$ cat src/shared/dtc_params.svh
// Purpose: constants of the termination control block
// Assumes: 10 MHz sys_clk, word-indexed register bus
// Notes: offsets, mode and timing field positions and cycle counts live here; the status word layout is packed in the control block
`ifndef DTC_PARAMS_SVH
`define DTC_PARAMS_SVH
`define DTC_PERIOD_PS 100000
`define DTC_ASYNC_MIN_PS 2000
`define DTC_ASYNC_MAX_PS 8500
`define DTC_ASYNC_MIN_CYC ((`DTC_ASYNC_MIN_PS + `DTC_PERIOD_PS - 1) / `DTC_PERIOD_PS)
`define DTC_ASYNC_MAX_CYC (((`DTC_ASYNC_MAX_PS / `DTC_PERIOD_PS) < 1) ? 1 : (`DTC_ASYNC_MAX_PS / `DTC_PERIOD_PS))
`define DTC_LAT_OFFSET 6'h02
`define DTC_CHOP_HOLD 7'h04
`define DTC_FULL_HOLD 7'h06
`define DTC_SKEW_CYC 8'h01
`define DTC_MOD_CYC 8'h0C
`define DTC_CAL_REF_OHM 240
`define DTC_IDX_MODE_ONE 2'h0
`define DTC_IDX_MODE_TWO 2'h1
`define DTC_IDX_TIMING 2'h2
`define DTC_IDX_STATUS 2'h3
`define DTC_NOM_B9 9
`define DTC_NOM_B6 6
`define DTC_NOM_B2 2
`define DTC_WR_B9 9
`define DTC_WR_B10 10
`define DTC_CWL_LSB 0
`define DTC_AL_LSB 8
`define DTC_MODE_ONE_RST 32'h00000000
`define DTC_MODE_TWO_RST 32'h00000000
`define DTC_TIMING_RST 32'h00000005
`define DTC_DIV_OFF 4'h0
`define DTC_DIV_2 4'h2
`define DTC_DIV_4 4'h4
`define DTC_DIV_6 4'h6
`define DTC_DIV_8 4'h8
`define DTC_DIV_12 4'hC
`endif

$ cat src/shared/dtc_pkg.sv
// Purpose: types of the termination control block
// Assumes: nothing beyond the params header
// Notes: codes match the mode register field encodings
package dtc_pkg;
  typedef enum logic [2:0] {
    DTC_NOM_OFF = 3'b000,
    DTC_NOM_DIV4 = 3'b001,
    DTC_NOM_DIV2 = 3'b010,
    DTC_NOM_DIV6 = 3'b011,
    DTC_NOM_DIV12 = 3'b100,
    DTC_NOM_DIV8 = 3'b101,
    DTC_NOM_RSV6 = 3'b110,
    DTC_NOM_RSV7 = 3'b111
  } dtc_nom_t;
  typedef enum logic [1:0] {
    DTC_WR_OFF = 2'b00,
    DTC_WR_DIV4 = 2'b01,
    DTC_WR_DIV2 = 2'b10,
    DTC_WR_RSV = 2'b11
  } dtc_wr_t;
  typedef enum logic [0:0] {
    DTC_ST_NOMINAL = 1'b0,
    DTC_ST_WRITE = 1'b1
  } dtc_str_t;
endpackage

$ cat src/hw/dtc_delay_line.sv
// Purpose: tapped one-bit delay line for latency counts
// Assumes: tap below or equal to DEPTH
// Notes: tap 0 passes din through combinationally
`timescale 1ns/1ps
module dtc_delay_line
  import dtc_pkg::*;
#(
  parameter int DEPTH = 72,
  parameter int TW = 7
) (
  input wire logic sys_clk,
  input wire logic reset,
  input wire logic din,
  input wire logic [TW-1:0] tap,
  output logic dout
);
  logic [DEPTH-1:0] sr_q;
  logic [DEPTH-1:0] sr_d;

  // shift one place per clock
  always_comb begin
    sr_d = {sr_q[DEPTH-2:0], din};
  end

  always_ff @(posedge sys_clk) begin
    if (reset) begin
      sr_q <= '0;
    end else begin
      sr_q <= sr_d;
    end
  end

  // out-of-range taps read low rather than wrapping
  always_comb begin
    if (tap == '0) begin
      dout = din;
    end else if (int'(tap) > DEPTH) begin
      dout = 1'b0;
    end else begin
      dout = sr_q[tap - TW'(1)];
    end
  end
endmodule

$ cat src/hw/dtc_regs.sv
// Purpose: Avalon-MM slave holding the mode and timing images
// Assumes: master holds request until waitrequest low
// Notes: every access takes two cycles
`timescale 1ns/1ps
`include "dtc_params.svh"
module dtc_regs
  import dtc_pkg::*;
(
  input wire logic sys_clk,
  input wire logic reset,
  input wire logic [1:0] avs_address,
  input wire logic avs_read,
  input wire logic avs_write,
  input wire logic [31:0] avs_writedata,
  output logic [31:0] avs_readdata,
  output logic avs_waitrequest,
  input wire logic [31:0] status_word,
  output logic [31:0] mode_one_q,
  output logic [31:0] mode_two_q,
  output logic [31:0] timing_q,
  output logic mode_one_load_q
);
  logic [31:0] mode_one_d, mode_two_d, timing_d, rdata_d;
  logic wait_d, load_d, take;

  // first cycle of a request loads read data, second completes it
  always_comb begin
    take = (avs_read | avs_write) & ~avs_waitrequest;
    wait_d = ~((avs_read | avs_write) & avs_waitrequest);
    mode_one_d = mode_one_q;
    mode_two_d = mode_two_q;
    timing_d = timing_q;
    load_d = 1'b0;
    rdata_d = avs_readdata;
    if (avs_read & avs_waitrequest) begin
      unique case (avs_address)
        `DTC_IDX_MODE_ONE: rdata_d = mode_one_q;
        `DTC_IDX_MODE_TWO: rdata_d = mode_two_q;
        `DTC_IDX_TIMING: rdata_d = timing_q;
        `DTC_IDX_STATUS: rdata_d = status_word;
      endcase
    end
    if (take & avs_write) begin
      unique case (avs_address)
        `DTC_IDX_MODE_ONE: begin
          mode_one_d = avs_writedata;
          load_d = 1'b1;
        end
        `DTC_IDX_MODE_TWO: mode_two_d = avs_writedata;
        `DTC_IDX_TIMING: timing_d = avs_writedata;
        `DTC_IDX_STATUS: load_d = 1'b0;
      endcase
    end
  end

  always_ff @(posedge sys_clk) begin
    if (reset) begin
      mode_one_q <= `DTC_MODE_ONE_RST;
      mode_two_q <= `DTC_MODE_TWO_RST;
      timing_q <= `DTC_TIMING_RST;
      avs_readdata <= 32'h00000000;
      avs_waitrequest <= 1'b1;
      mode_one_load_q <= 1'b0;
    end else begin
      mode_one_q <= mode_one_d;
      mode_two_q <= mode_two_d;
      timing_q <= timing_d;
      avs_readdata <= rdata_d;
      avs_waitrequest <= wait_d;
      mode_one_load_q <= load_d;
    end
  end

  wait_pulse_a: assert property (@(posedge sys_clk) disable iff (reset)
    !avs_waitrequest |=> avs_waitrequest) else $error("waitrequest low longer than one cycle");
  req_answer_a: assert property (@(posedge sys_clk) disable iff (reset)
    (avs_read | avs_write) && avs_waitrequest |=> !avs_waitrequest) else $error("request not answered");
endmodule

$ cat src/hw/dtc_term_ctrl.sv
// Purpose: on-die termination control of a synchronous dram
// Assumes: write commands and state flags come from logic on sys_clk
// Notes: the termination pin is asynchronous and is synchronised here
`timescale 1ns/1ps
`include "dtc_params.svh"
module dtc_term_ctrl
  import dtc_pkg::*;
#(
  parameter int DEPTH = 72,
  parameter int TW = 7
) (
  input wire logic sys_clk,
  input wire logic reset,
  input wire logic [1:0] avs_address,
  input wire logic avs_read,
  input wire logic avs_write,
  input wire logic [31:0] avs_writedata,
  output logic [31:0] avs_readdata,
  output logic avs_waitrequest,
  input wire logic termination_control_pin,
  input wire logic write_cmd,
  input wire logic write_burst_chop_four,
  input wire logic self_refresh,
  input wire logic async_mode,
  output logic term_on_q,
  output logic [3:0] term_divider_q,
  output logic term_undefined_q,
  output logic term_uncertain_q
);
  logic [31:0] mode_one_q, mode_two_q, timing_q, status_word;
  logic mode_one_load_q;
  logic pin_meta_q, pin_s_q, pin_meta_d, pin_s_d;
  dtc_nom_t nom_code;
  dtc_wr_t wr_code;
  logic nom_en, nom_illegal, dyn_en, wr_illegal;
  logic [3:0] nom_div, wr_div;
  logic [4:0] write_cas_latency, al;
  logic [5:0] lat;
  logic [TW-1:0] tap_on, tap_start, tap_chop, tap_full;
  logic pin_eff, req_dly, term_req;
  logic start_dly, end_chop_dly, end_full_dly;
  dtc_str_t str_q, str_d;
  logic term_on_d, undef_d;
  logic [3:0] div_d;
  logic [7:0] unc_cnt_q, unc_cnt_d;
  logic win_active;

  // register file over the bus
  dtc_regs u_regs (
    .sys_clk(sys_clk),
    .reset(reset),
    .avs_address(avs_address),
    .avs_read(avs_read),
    .avs_write(avs_write),
    .avs_writedata(avs_writedata),
    .avs_readdata(avs_readdata),
    .avs_waitrequest(avs_waitrequest),
    .status_word(status_word),
    .mode_one_q(mode_one_q),
    .mode_two_q(mode_two_q),
    .timing_q(timing_q),
    .mode_one_load_q(mode_one_load_q)
  );

  always_comb begin
    pin_meta_d = termination_control_pin;
    pin_s_d = pin_meta_q;
  end

  always_ff @(posedge sys_clk) begin
    if (reset) begin
      pin_meta_q <= 1'b0;
      pin_s_q <= 1'b0;
    end else begin
      pin_meta_q <= pin_meta_d;
      pin_s_q <= pin_s_d;
    end
  end

  // nominal field gathered from bits 9, 6, 2
  always_comb begin
    nom_code = dtc_nom_t'({mode_one_q[`DTC_NOM_B9], mode_one_q[`DTC_NOM_B6], mode_one_q[`DTC_NOM_B2]});
    wr_code = dtc_wr_t'({mode_two_q[`DTC_WR_B10], mode_two_q[`DTC_WR_B9]});
  end

  // nominal strength decode, reserved codes disable
  always_comb begin
    nom_en = 1'b1;
    nom_illegal = 1'b0;
    nom_div = `DTC_DIV_OFF;
    unique case (nom_code)
      DTC_NOM_OFF: nom_en = 1'b0;
      DTC_NOM_DIV4: nom_div = `DTC_DIV_4;
      DTC_NOM_DIV2: nom_div = `DTC_DIV_2;
      DTC_NOM_DIV6: nom_div = `DTC_DIV_6;
      DTC_NOM_DIV12: nom_div = `DTC_DIV_12;
      DTC_NOM_DIV8: nom_div = `DTC_DIV_8;
      DTC_NOM_RSV6, DTC_NOM_RSV7: begin
        nom_en = 1'b0;
        nom_illegal = 1'b1;
      end
    endcase
  end

  // write strength decode; reserved code kept off so no strength is guessed
  always_comb begin
    wr_div = `DTC_DIV_OFF;
    wr_illegal = 1'b0;
    unique case (wr_code)
      DTC_WR_OFF: wr_div = `DTC_DIV_OFF;
      DTC_WR_DIV4: wr_div = `DTC_DIV_4;
      DTC_WR_DIV2: wr_div = `DTC_DIV_2;
      DTC_WR_RSV: wr_illegal = 1'b1;
    endcase
  end

  // exactly one write bit set enables dynamic switching
  always_comb begin
    dyn_en = (mode_two_q[`DTC_WR_B9] | mode_two_q[`DTC_WR_B10]) & ~wr_illegal;
  end

  // shared latency cwl plus al minus two, clamped to one
  always_comb begin
    write_cas_latency = timing_q[`DTC_CWL_LSB +: 5];
    al = timing_q[`DTC_AL_LSB +: 5];
    lat = {1'b0, write_cas_latency} + {1'b0, al};
    if (lat > `DTC_LAT_OFFSET) begin
      lat = lat - `DTC_LAT_OFFSET;
    end else begin
      lat = 6'h01;
    end
    tap_on = {1'b0, lat} - 7'h01;
    // write_cmd enters its delay line two flops earlier than the synchronised pin,
    // so the write taps are one longer to land lat clocks after the write edge
    tap_start = {1'b0, lat};
    // back to nominal four or six plus turn-off latency
    tap_chop = {1'b0, lat} + `DTC_CHOP_HOLD;
    tap_full = {1'b0, lat} + `DTC_FULL_HOLD;
  end

  // pin ignored in self refresh or with both strengths off
  always_comb begin
    pin_eff = pin_s_q & ~self_refresh & (nom_en | dyn_en);
  end

  // pin request delayed by the on/off latency
  dtc_delay_line #(.DEPTH(DEPTH), .TW(TW)) u_pin_dly (
    .sys_clk(sys_clk),
    .reset(reset),
    .din(pin_eff),
    .tap(tap_on),
    .dout(req_dly)
  );

  // write start reaches the switch after wl minus two
  dtc_delay_line #(.DEPTH(DEPTH), .TW(TW)) u_wr_start (
    .sys_clk(sys_clk),
    .reset(reset),
    .din(write_cmd & dyn_en),
    .tap(tap_start),
    .dout(start_dly)
  );

  // chopped write end marker
  dtc_delay_line #(.DEPTH(DEPTH), .TW(TW)) u_wr_end_chop (
    .sys_clk(sys_clk),
    .reset(reset),
    .din(write_cmd & dyn_en & write_burst_chop_four),
    .tap(tap_chop),
    .dout(end_chop_dly)
  );

  // full-length write end marker
  dtc_delay_line #(.DEPTH(DEPTH), .TW(TW)) u_wr_end_full (
    .sys_clk(sys_clk),
    .reset(reset),
    .din(write_cmd & dyn_en & ~write_burst_chop_four),
    .tap(tap_full),
    .dout(end_full_dly)
  );

  // asynchronous mode bypasses all latency, including al
  // one cycle at 10 MHz is the closest this clock gets to the analog delay
  always_comb begin
    term_req = async_mode ? pin_eff : req_dly;
  end

  // strength window state; a new start beats a coinciding end
  always_comb begin
    str_d = str_q;
    unique case (str_q)
      DTC_ST_NOMINAL: begin
        if (start_dly) begin
          str_d = DTC_ST_WRITE;
        end
      end
      DTC_ST_WRITE: begin
        if (start_dly) begin
          str_d = DTC_ST_WRITE;
        end else if (end_chop_dly | end_full_dly) begin
          str_d = DTC_ST_NOMINAL;
        end
      end
    endcase
    if (~dyn_en | async_mode) begin
      str_d = DTC_ST_NOMINAL;
    end
  end

  // with nominal off, termination only inside the write window
  always_comb begin
    win_active = (str_d == DTC_ST_WRITE) & dyn_en;
    term_on_d = term_req & ~self_refresh & (nom_en | win_active);
    if (~term_on_d) begin
      div_d = `DTC_DIV_OFF;
    end else if (win_active) begin
      div_d = wr_div;
    end else begin
      div_d = nom_div;
    end
    // flag one cycle of undefined strength at each switch that ends with termination on
    undef_d = (str_d != str_q) & term_on_d;
  end

  always_comb begin
    unc_cnt_d = unc_cnt_q;
    if (mode_one_load_q) begin
      unc_cnt_d = {2'b00, lat} + `DTC_SKEW_CYC + `DTC_MOD_CYC + 8'h01;
    end else if (unc_cnt_q != 8'h00) begin
      unc_cnt_d = unc_cnt_q - 8'h01;
    end
  end

  always_ff @(posedge sys_clk) begin
    if (reset) begin
      str_q <= DTC_ST_NOMINAL;
      term_on_q <= 1'b0;
      term_divider_q <= `DTC_DIV_OFF;
      term_undefined_q <= 1'b0;
      unc_cnt_q <= 8'h00;
      term_uncertain_q <= 1'b0;
    end else begin
      str_q <= str_d;
      term_on_q <= term_on_d;
      term_divider_q <= div_d;
      term_undefined_q <= undef_d;
      unc_cnt_q <= unc_cnt_d;
      term_uncertain_q <= (unc_cnt_d != 8'h00);
    end
  end

  // status view for software
  always_comb begin
    status_word = {22'h000000, wr_illegal, nom_illegal, term_uncertain_q, term_undefined_q,
                   (str_q == DTC_ST_WRITE), term_on_q, term_divider_q};
  end

  // helper: length of the write window in cycles
  logic [7:0] win_len_q;
  always_ff @(posedge sys_clk) begin
    if (reset) begin
      win_len_q <= 8'h00;
    end else if (str_q == DTC_ST_WRITE) begin
      win_len_q <= win_len_q + 8'h01;
    end else begin
      win_len_q <= 8'h00;
    end
  end

  // assertions watch registered outputs, decoded mode state, str_q, start_dly, pin_s_q and the self_refresh and async_mode inputs
  self_refresh_off_a: assert property (@(posedge sys_clk) disable iff (reset)
    self_refresh |=> !term_on_q) else $error("termination on in self refresh");
  both_disabled_a: assert property (@(posedge sys_clk) disable iff (reset)
    (!nom_en && !dyn_en) |=> !term_on_q) else $error("termination on with both strengths off");
  async_follow_a: assert property (@(posedge sys_clk) disable iff (reset)
    (async_mode && !self_refresh && (nom_en | dyn_en)) |-> ##1 (term_on_q == $past(pin_s_q && nom_en)))
    else $error("asynchronous termination did not follow pin");
  legal_div_a: assert property (@(posedge sys_clk) disable iff (reset)
    term_on_q |-> term_divider_q inside {`DTC_DIV_2, `DTC_DIV_4, `DTC_DIV_6, `DTC_DIV_8, `DTC_DIV_12})
    else $error("illegal strength while on");
  off_zero_div_a: assert property (@(posedge sys_clk) disable iff (reset)
    !term_on_q |-> term_divider_q == `DTC_DIV_OFF) else $error("strength shown while off");
  skew_one_cycle_a: assert property (@(posedge sys_clk) disable iff (reset)
    term_undefined_q |=> !term_undefined_q) else $error("skew flag too long");
  skew_at_switch_a: assert property (@(posedge sys_clk) disable iff (reset)
    term_undefined_q |-> $changed(str_q)) else $error("skew flag without strength change");
  write_window_len_a: assert property (@(posedge sys_clk) disable iff (reset)
    $fell(str_q == DTC_ST_WRITE) && dyn_en && !async_mode |-> win_len_q >= 8'h04)
    else $error("write window shorter than four cycles");
  uncertain_load_a: assert property (@(posedge sys_clk) disable iff (reset)
    mode_one_load_q |=> term_uncertain_q [*8]) else $error("uncertainty not held after load");
  nominal_only_window_a: assert property (@(posedge sys_clk) disable iff (reset)
    (!nom_en && str_q == DTC_ST_NOMINAL && !start_dly) |=> !term_on_q)
    else $error("termination outside write window with nominal off");
  write_strength_a: assert property (@(posedge sys_clk) disable iff (reset)
    term_on_q && str_q == DTC_ST_WRITE && dyn_en |-> term_divider_q == wr_div)
    else $error("write strength not applied in window");
endmodule

$ cat config.mk
export PLATFORM = sky130hd
export DESIGN_NAME = dtc_term_ctrl
export DESIGN_NICKNAME = d
export VERILOG_FILES = /design/src/shared/dtc_pkg.sv /design/src/hw/dtc_delay_line.sv /design/src/hw/dtc_regs.sv /design/src/hw/dtc_term_ctrl.sv
export VERILOG_INCLUDE_DIRS = /design/src /design/src/shared
export SDC_FILE = /design/constraint.sdc
export NUM_CORES = 1
export LEC_CHECK = 0
export BUFFER_PORTS_ARGS = -buffer_cell sky130_fd_sc_hd__buf_2
export CAP_MARGIN = 10
export CORE_MARGIN = 3
export CORE_UTILIZATION = 30
export DETAILED_ROUTE_END_ITERATION = 7
export SLEW_MARGIN = 20
export SYNTH_ARGS = -nofsm -noshare
export SYNTH_HDL_FRONTEND = slang
export SYNTH_SLANG_ARGS = --single-unit
export TNS_END_PERCENT = 100
$ cat constraint.sdc
create_clock -name sys_clk -period 12.5 [get_ports sys_clk]
set_clock_uncertainty 0.2 [all_clocks]
set_input_delay 2.5 -clock sys_clk [delete_from_list [all_inputs] [get_ports sys_clk]]
set_output_delay 2.5 -clock sys_clk [all_outputs]
set_load 0.1 [all_outputs]
==> Yosys cells after proc, flatten, opt, wreduce, memory -nomap -nowiden <==
Index checks and enable logic that the tools add are counted.
{ "word_totals": {"ff_bits": 436, "in_bits": 43, "output_inout_bits": 40, "elab_cells": 130} }
{ "op_classes": {"add_sub_neg": 12, "magnitude_cmp": 9, "n_eq_ne": 14, "muxes": 33, "n_bitwise": 29, "reduce_logical": 15} }
{ "op_table": {"columns": ["op", "count"], "rows": [
  ["$pmux 32 s4", 1],
  ["$lt 7x8->1 const B", 4],
  ["$bmux 1 s7", 4],
  ["$logic_not 7->1", 4],
  ["$gt 7x7->1 const B", 3],
  ["$mux 1", 21],
  ["$sub 7x1->7 const B", 3],
  ["$pmux 4 s5", 1],
  ["$mux 8", 2],
  ["$reduce_bool 8->1", 2],
  ["$add 6x3->7 const B", 2],
  ["$and 1x1->1", 14],
  ["$eq 3x3->1 const B", 4],
  ["$not 1->1", 9],
  ["$add 7x4->8 const B", 1],
  ["$add 8x1->8 const B", 1],
  ["$eq 2x2->1 const B", 4],
  ["$sub 8x1->8 const B", 1],
  ["$add 6x1->7 const B", 1],
  ["$gt 6x7->1 const B", 1],
  ["$sub 6x1->7 const B", 1],
  ["$add 5x5->6", 1],
  ["$eq 3x2->1 const B", 2],
  ["$gt 6x2->1 const B", 1],
  ["14 further kinds", 24]
]} }

==> Longest topological paths before layout <==
{ "logic_depth": {"word_depth": 19, "mapped_depth": 28, "mapped_depth_nobuf": 23} }

==> Hierarchy <==
A second synthesis with hierarchy kept.
{ "unflattened": {"hier_cells": 1658, "area_unflattened_um2": 17822.1} }
{ "by_module_without_submodules": {"columns": ["module", "n_inst", "cells_each", "area_each_um2", "seq_area_each_um2"], "rows": [
  ["dtc_delay_line", 4, 211, 2725.1, 1441.4],
  ["dtc_regs", 1, 609, 5320.1, 2602.5],
  ["dtc_term_ctrl", 1, 205, 1601.5, 340.3]
]} }

==> Worst setup path after synthesis <==
Ideal clock, no wire load.
{ "synth_timing": {"kind": "register to register", "from": "reg u_regs.timing_q[0]", "to": "reg term_divider_q[3]", "setup_ns": 0.080, "arrival_time_ns": 5.891, "t_required_ns": 12.220, "slack_ns": 6.329, "path_stages_with_launch": 28, "path_buffers": 7, "synth_period_minus_slack_ns": 6.171, "path_cell_list": "dfxtp_1 ha_1 inv_1 fa_1 nand2b_1 a21o_4 xnor2_4 o31ai_4 inv_2 buf_4 buf_2 clkbuf_8 ha_1 clkbuf_1 and3b_1 a2111oi_2 and3_1 buf_4 clkinv_1 buf_1 ha_1 buf_2 a221oi_1 a2111oi_0 a21oi_1 a221oi_1 a211oi_2 nor3b_1"} }
{ "synth_between": {"elab_chain_len": 19, "word_cells_on_any_way": 48, "cone_classes": "add/sub (8); order compare (5); mux (24); bitwise (6); reduce/logical (5)"} }
{ "synth_rtl": {"columns": ["element", "line_no", "rtl"], "rows": [
  ["from (decl)", "dtc_regs.sv:20", "output logic [31:0] timing_q,"],
  ["from (signal assigned)", "dtc_regs.sv:60", "timing_q <= `DTC_TIMING_RST;"],
  ["from (signal assigned)", "dtc_regs.sv:67", "timing_q <= timing_d;"],
  ["$add 5x5->6 *", "dtc_term_ctrl.sv:126", "lat = {1'b0, write_cas_latency} + {1'b0, al};"],
  ["$sub 6x2->6 (no source line) or $gt 6x2->1 (tied branches)", null, null],
  ["$mux 6 *", "dtc_term_ctrl.sv:127", "if (lat > `DTC_LAT_OFFSET) begin"],
  ["$add 6x3->7 (no source line)", null, null],
  ["$sub 7x1->7", "dtc_delay_line.sv:40", "dout = sr_q[tap - TW'(1)];"],
  ["$bmux 1 s7", "dtc_delay_line.sv:40", null],
  ["$mux 1 (implied by the code)", "dtc_delay_line.sv:40", null],
  ["$mux 1", "dtc_delay_line.sv:37", "end else if (int'(tap) > DEPTH) begin"],
  ["(+3 left out)", null, null],
  ["$mux 1", "dtc_term_ctrl.sv:198", "if (start_dly) begin"],
  ["$pmux 1 s2", "dtc_term_ctrl.sv:191", "unique case (str_q)"],
  ["$mux 1", "dtc_term_ctrl.sv:205", "if (~dyn_en | async_mode) begin"],
  ["$and 1x1->1", "dtc_term_ctrl.sv:212", "win_active = (str_d == DTC_ST_WRITE) & dyn_en;"],
  ["$or 1x1->1", "dtc_term_ctrl.sv:213", "term_on_d = term_req & ~self_refresh & (nom_en | win_active);"],
  ["$and 1x1->1", "dtc_term_ctrl.sv:213", null],
  ["$not 1->1 (no source line)", null, null],
  ["$reduce_or 2->1 (no source line)", null, null],
  ["to (signal assigned)", "dtc_term_ctrl.sv:238", "term_divider_q <= `DTC_DIV_OFF;"],
  ["to (signal assigned)", "dtc_term_ctrl.sv:245", "term_divider_q <= div_d;"],
  ["to (decl)", "dtc_term_ctrl.sv:26", "output logic [3:0] term_divider_q,"]
]} }
Every way passes the cells marked *; elsewhere a longest branch is shown, timed or not. The select of a mux whose other input is x is not followed.
A chain may end at the register's enable or synchronous reset.

==> Worst setup path in the final report <==
{ "layout_timing": {"from": "reg u_regs.timing_q[8]", "to": "reg term_undefined_q"} }
{ "layout_between": {"elab_chain_len": 18, "word_cells_on_any_way": 47, "cone_classes": "add/sub (8); order compare (5); eq/ne (1); mux (23); bitwise (6); reduce/logical (4)"} }
{ "layout_rtl": {"columns": ["element", "line_no", "rtl"], "rows": [
  ["$add 5x5->6 *", "dtc_term_ctrl.sv:126", null],
  ["$sub 6x2->6 (no source line) or $gt 6x2->1 (tied branches)", null, null],
  ["$mux 6 *", "dtc_term_ctrl.sv:127", null],
  ["$add 6x3->7 (no source line)", null, null],
  ["$sub 7x1->7", "dtc_delay_line.sv:40", null],
  ["$bmux 1 s7", "dtc_delay_line.sv:40", null],
  ["$mux 1 (implied by the code)", "dtc_delay_line.sv:40", null],
  ["$mux 1", "dtc_delay_line.sv:37", null],
  ["(+2 left out)", null, null],
  ["$mux 1", "dtc_term_ctrl.sv:200", "end else if (end_chop_dly | end_full_dly) begin"],
  ["$mux 1", "dtc_term_ctrl.sv:198", null],
  ["$pmux 1 s2", "dtc_term_ctrl.sv:191", null],
  ["$mux 1", "dtc_term_ctrl.sv:205", null],
  ["$and 1x1->1", "dtc_term_ctrl.sv:212", null],
  ["$or 1x1->1", "dtc_term_ctrl.sv:213", null],
  ["$and 1x1->1", "dtc_term_ctrl.sv:213", null],
  ["$and 1x1->1 *", "dtc_term_ctrl.sv:222", "undef_d = (str_d != str_q) & term_on_d;"],
  ["to (signal assigned)", "dtc_term_ctrl.sv:246", "term_undefined_q <= undef_d;"],
  ["to (decl)", "dtc_term_ctrl.sv:27", "output logic term_undefined_q,"]
]} }
Marks and branches as above.

==> flow_metrics.py <==
metrics = {
    "cts": {
        "clkLatencyLatePin_ps": 580,
        "htree_levels": 2,
        "root_buffer": "clkbuf_16",
        "cts_max_path_buffers": 3,
        "hold_buffers": 0,
        "cts.sinks": 419,
        "tritoncts": "built",
        "clkTransAtPathRegs_ps": 60,
        "cts_setup_buffers": 0,
        "numCtsBuffers": 43,
        "cts_resized": 0,
    },
    "drt": {
        "drcViolationCount": 0,
        "avgViaCountPerCell": 4.900,
        "ant_nets": 0,
        "drtPass1Iterations": 6,
        "routed-via-count": 13250,
        "wirelength_mm": 43.03,
        "route.detailed.wl_per_inst_um": 15.92,
        "drtIter0Drc": 860,
    },
    "layout": {
        "layoutNonFillerInstCount": 2703,
        "final_cell_area_sq_um": 20180,
        "synthToLayoutAreaGrowth_pct": 13.11,
        "nets": 1971,
        "multiInputGateArea_sq_um": 8748,
        "seq_area_sq_um": 8388,
        "fillers": 5865,
        "drive_gt1_share_pct": 13.62,
        "antenna_cells": 0,
    },
    "yosys": {
        "synthCells": 1892,
        "ys_warn_count": 0,
        "synthMuxAreaShare_pct": 10.11,
        "synth_compound_area_share_pct": 11.74,
        "yosysSeqAreaShare_pct": 47.02,
        "synth_cell_type_count": 102,
        "synth_edf_count": 0,
        "synthAdderAreaFrac_pct": 1.795,
        "synth_fp_nets": 1960,
        "synth_top_family_by_area": "simple AND/OR/NAND/NOR gates",
        "synth_top_cells_by_area": "dfxtp_1 47%, nor2b_1 10%, nand2_1 5.7%",
        "syn_avg_cell_area_sq_um": 9.430,
        "synth-xor-area-share_pct": 1.564,
        "async_flop_share_pct": 0,
        "yosysMostFrequentCell": "dfxtp_1",
        "ys.flop_type": "dfxtp_1",
        "synth-seq-cells": 419,
        "yosys-top-cells-count": "419 x dfxtp_1, 284 x nor2b_1, 273 x nand2_1",
        "syn_area_sq_um": 17840,
        "synth_top_area_share_pct": 47.02,
        "synth_simple_gate_area_share_pct": 23.62,
        "yosys.area.top_type": "dfxtp_1",
    },
    "hold_path": {
        "hold_end": "pin_s_q$_SDFF_PP0_",
        "hold_depth": 1,
        "min_from": "pin_meta_q$_SDFF_PP0_",
        "min_path_type": "reg -> reg",
    },
    "status": {
        "status": "completed",
    },
    "power_and_ir_drop": {
        "power_density_nw_per_um2": 150.5,
        "p_leak_nw": 7.429,
        "peakVddDrop_mv": 0.1085,
    },
    "worst_setup_path": {
        "worstReg2RegStart": "u_regs.timing_q[8]$_SDFFE_PP0P_",
        "max_stage_delay_ps": 1000,
        "reg2reg_slack_ps": 4260,
        "worst-path-max-fanout": 29,
        "crit_top_cell": "ha_1",
        "ff2ff_path_depth": 21,
        "timing_worst_setup_path_type": "reg -> reg",
        "crit_arrival_ps": 8470,
        "end_kind": "flop",
        "start_kind": "flop",
        "worstReg2RegEnd": "term_undefined_q$_SDFF_PP0_",
        "cp.required_ps": 12730,
        "worstPathCellList": "ha_1, inv_1, fa_1, nand2b_1, a21o_4, xor2_2, nand3_1, nand2_1, ha_1, nor2b_1, a2111oi_2, and3_1, buf_4, clkinv_1, ha_1, mux4_2, mux2i_1, mux2_4, a221oi_1, a211oi_2, nor2_1",
        "slowest_stage": "ha_1",
    },
    "floorplan": {
        "coreArea_sq_um": 58250,
        "die-area_sq_um": 62430,
        "fp.dieH_um": 249.9,
        "num_rows": 88,
        "io-pin-count": 83,
        "initial_utilization_pct": 30.63,
        "die_x_um": 249.9,
    },
    "global_route": {
        "grt_overflow": 0,
        "first_global_vias": 12930,
        "grt_antenna_before_repair": 0,
        "grt_pass1_wl_mm": 69.68,
        "grt_max_degree": 120,
        "grt.total_usage_pct": 13.42,
    },
    "job": {
        "maxCapViolCount": 0,
    },
    "sta": {
        "hold_viol_final": 0,
        "finalCriticalPeriod_ps": 8237,
        "relSlewSlack_pct": 28.54,
        "slew_violations": 0,
        "timing.final.crit_share_pct": 65.89,
        "worst_pin_slew_ps": 1072,
        "finalSetupTns_ps": 0,
        "rsz0062_at_grt": "no",
        "fmax_mhz": 121.4,
        "layout_setup_ws_ps": 4263,
        "setup_viol": 0,
    },
    "place": {
        "dpl.hpwl_mm": 27.87,
        "post-place-ws_ps": 4305,
        "place_inst": 2623,
        "placed_area_sq_um": 18740,
        "place_congestion": 0.8719,
        "port_buffers": 81,
    },
}
-- routing by layer --
metal / vias up / part of all wire (%) / track usage, %
li1: 6536 / - / -
met1: 6345 / 48 / 18.33
met2: 303 / 45 / 21.82
met3: 61 / 5.0 / 2.470
met4: 0 / 1.9 / 3.448
met5: - / 0 / 0
-- registers in the layout, summed over array words and instances, names as in the netlist, 32 cells and up --
| name | cells |
|---|---|
| u_wr_end_chop.sr_q | 72 |
| u_wr_end_full.sr_q | 72 |
| u_pin_dly.sr_q | 64 |
| u_wr_start.sr_q | 64 |
| u_regs.avs_readdata | 32 |
| u_regs.mode_one_q | 32 |
| u_regs.mode_two_q | 32 |
| u_regs.timing_q | 32 |
-- stage by stage --
step	utilization, %	total power [mW]	hold slack (ps)
6_report	34.65	3.037	240.8
5_1_grt	34.65	3.171	251.9
4_1_cts	34.62	3.075	238.9
3_5_place_dp	32.17	1.802	233.2
3_3_place_gp	32.17	1.797	234.1
2_1_floorplan	-	1.713	209.7
-- final cells by class --
class                      count  area share, %
tap                          765          4.743
clock buffer                  66          6.455
clock inverter                14         0.6138
inverter                      25         0.4650
sequential                   419          41.57
multi-input combinational   1313          43.35
timing repair buffer         101          2.803
-- worst max-delay path: cells and delay by family (launching register included) --
family                   cells  cell delay, ps
AO/OA/AOI/OAI                4            1160
XOR/XNOR                     1             390
adder cells (fa/ha/maj)      4            2130
buffers and inverters        3            1020
flip-flops                   1             360
multiplexers                 3             780
AND/OR/NAND/NOR              6            2050
-- logic make-up (layout without fill, tap and decap cells) --
group,count (synthesis),count (layout)
AO/OA/AOI/OAI,308,308
XOR/XNOR,25,25
adder cells (fa/ha/maj),25,25
buffers and inverters,160,206
flip-flops,419,419
multiplexers,130,130
other,1,1
AND/OR/NAND/NOR,824,824
-- worst max-delay path by stage --
stage | to | depth (start not counted) | from | slack, ps
after global routing | term_divider_q[3]$_SDFF_PP0_ | 21 | u_regs.timing_q[8]$_SDFFE_PP0P_ | 3640
final | term_undefined_q$_SDFF_PP0_ | 21 | u_regs.timing_q[8]$_SDFFE_PP0P_ | 4260
after CTS | term_undefined_q$_SDFF_PP0_ | 21 | u_regs.timing_q[0]$_SDFFE_PP1P_ | 4290
after detailed placement | term_undefined_q$_SDFF_PP0_ | 21 | u_regs.timing_q[0]$_SDFFE_PP1P_ | 4310
after global placement | term_divider_q[3]$_SDFF_PP0_ | 21 | u_regs.timing_q[0]$_SDFFE_PP1P_ | 4690
after floorplan | term_divider_q[3]$_SDFF_PP0_ | 27 | u_regs.timing_q[0]$_SDFFE_PP1P_ | 6330
-- power breakdown --
group | leakage (nW) | total, mW | internal, mW | switching [mW]
registers | 3.38 | 1.38 | 1.36 | 0.0177
clock network | 0.693 | 1.26 | 0.726 | 0.536
logic | 3.35 | 0.399 | 0.131 | 0.268
total | 7.43 | 3.04 | 2.21 | 0.822
-- cells in the final DEF (no fill, tap or decap), types with 5 or more instances in the layout --
| master | instances |
|---|---|
| xnor2_1 | 17 |
| nand3_1 | 21 |
| or3_1 | 5 |
| nand2b_1 | 10 |
| mux4_2 | 39 |
| clkbuf_16 | 43 |
| nor3_1 | 58 |
| and3_1 | 12 |
| clkbuf_1 | 9 |
| nor4_1 | 9 |
| nor2b_1 | 284 |
| o21a_1 | 5 |
| buf_4 | 20 |
| a221oi_1 | 8 |
| a22oi_1 | 6 |
| a31oi_1 | 13 |
| ha_1 | 23 |
| a211oi_1 | 34 |
| nand2_1 | 273 |
| inv_1 | 21 |
| mux2_2 | 7 |
| dfxtp_1 | 419 |
| and2_1 | 10 |
| clkbuf_8 | 14 |
| o32ai_1 | 6 |
| a2111oi_0 | 10 |
| a21oi_1 | 142 |
| mux2i_1 | 83 |
| o21ai_0 | 17 |
| nor2_1 | 97 |
| buf_2 | 80 |
| clkinv_2 | 6 |
Note: power is estimated with default switching activity, not from simulation.
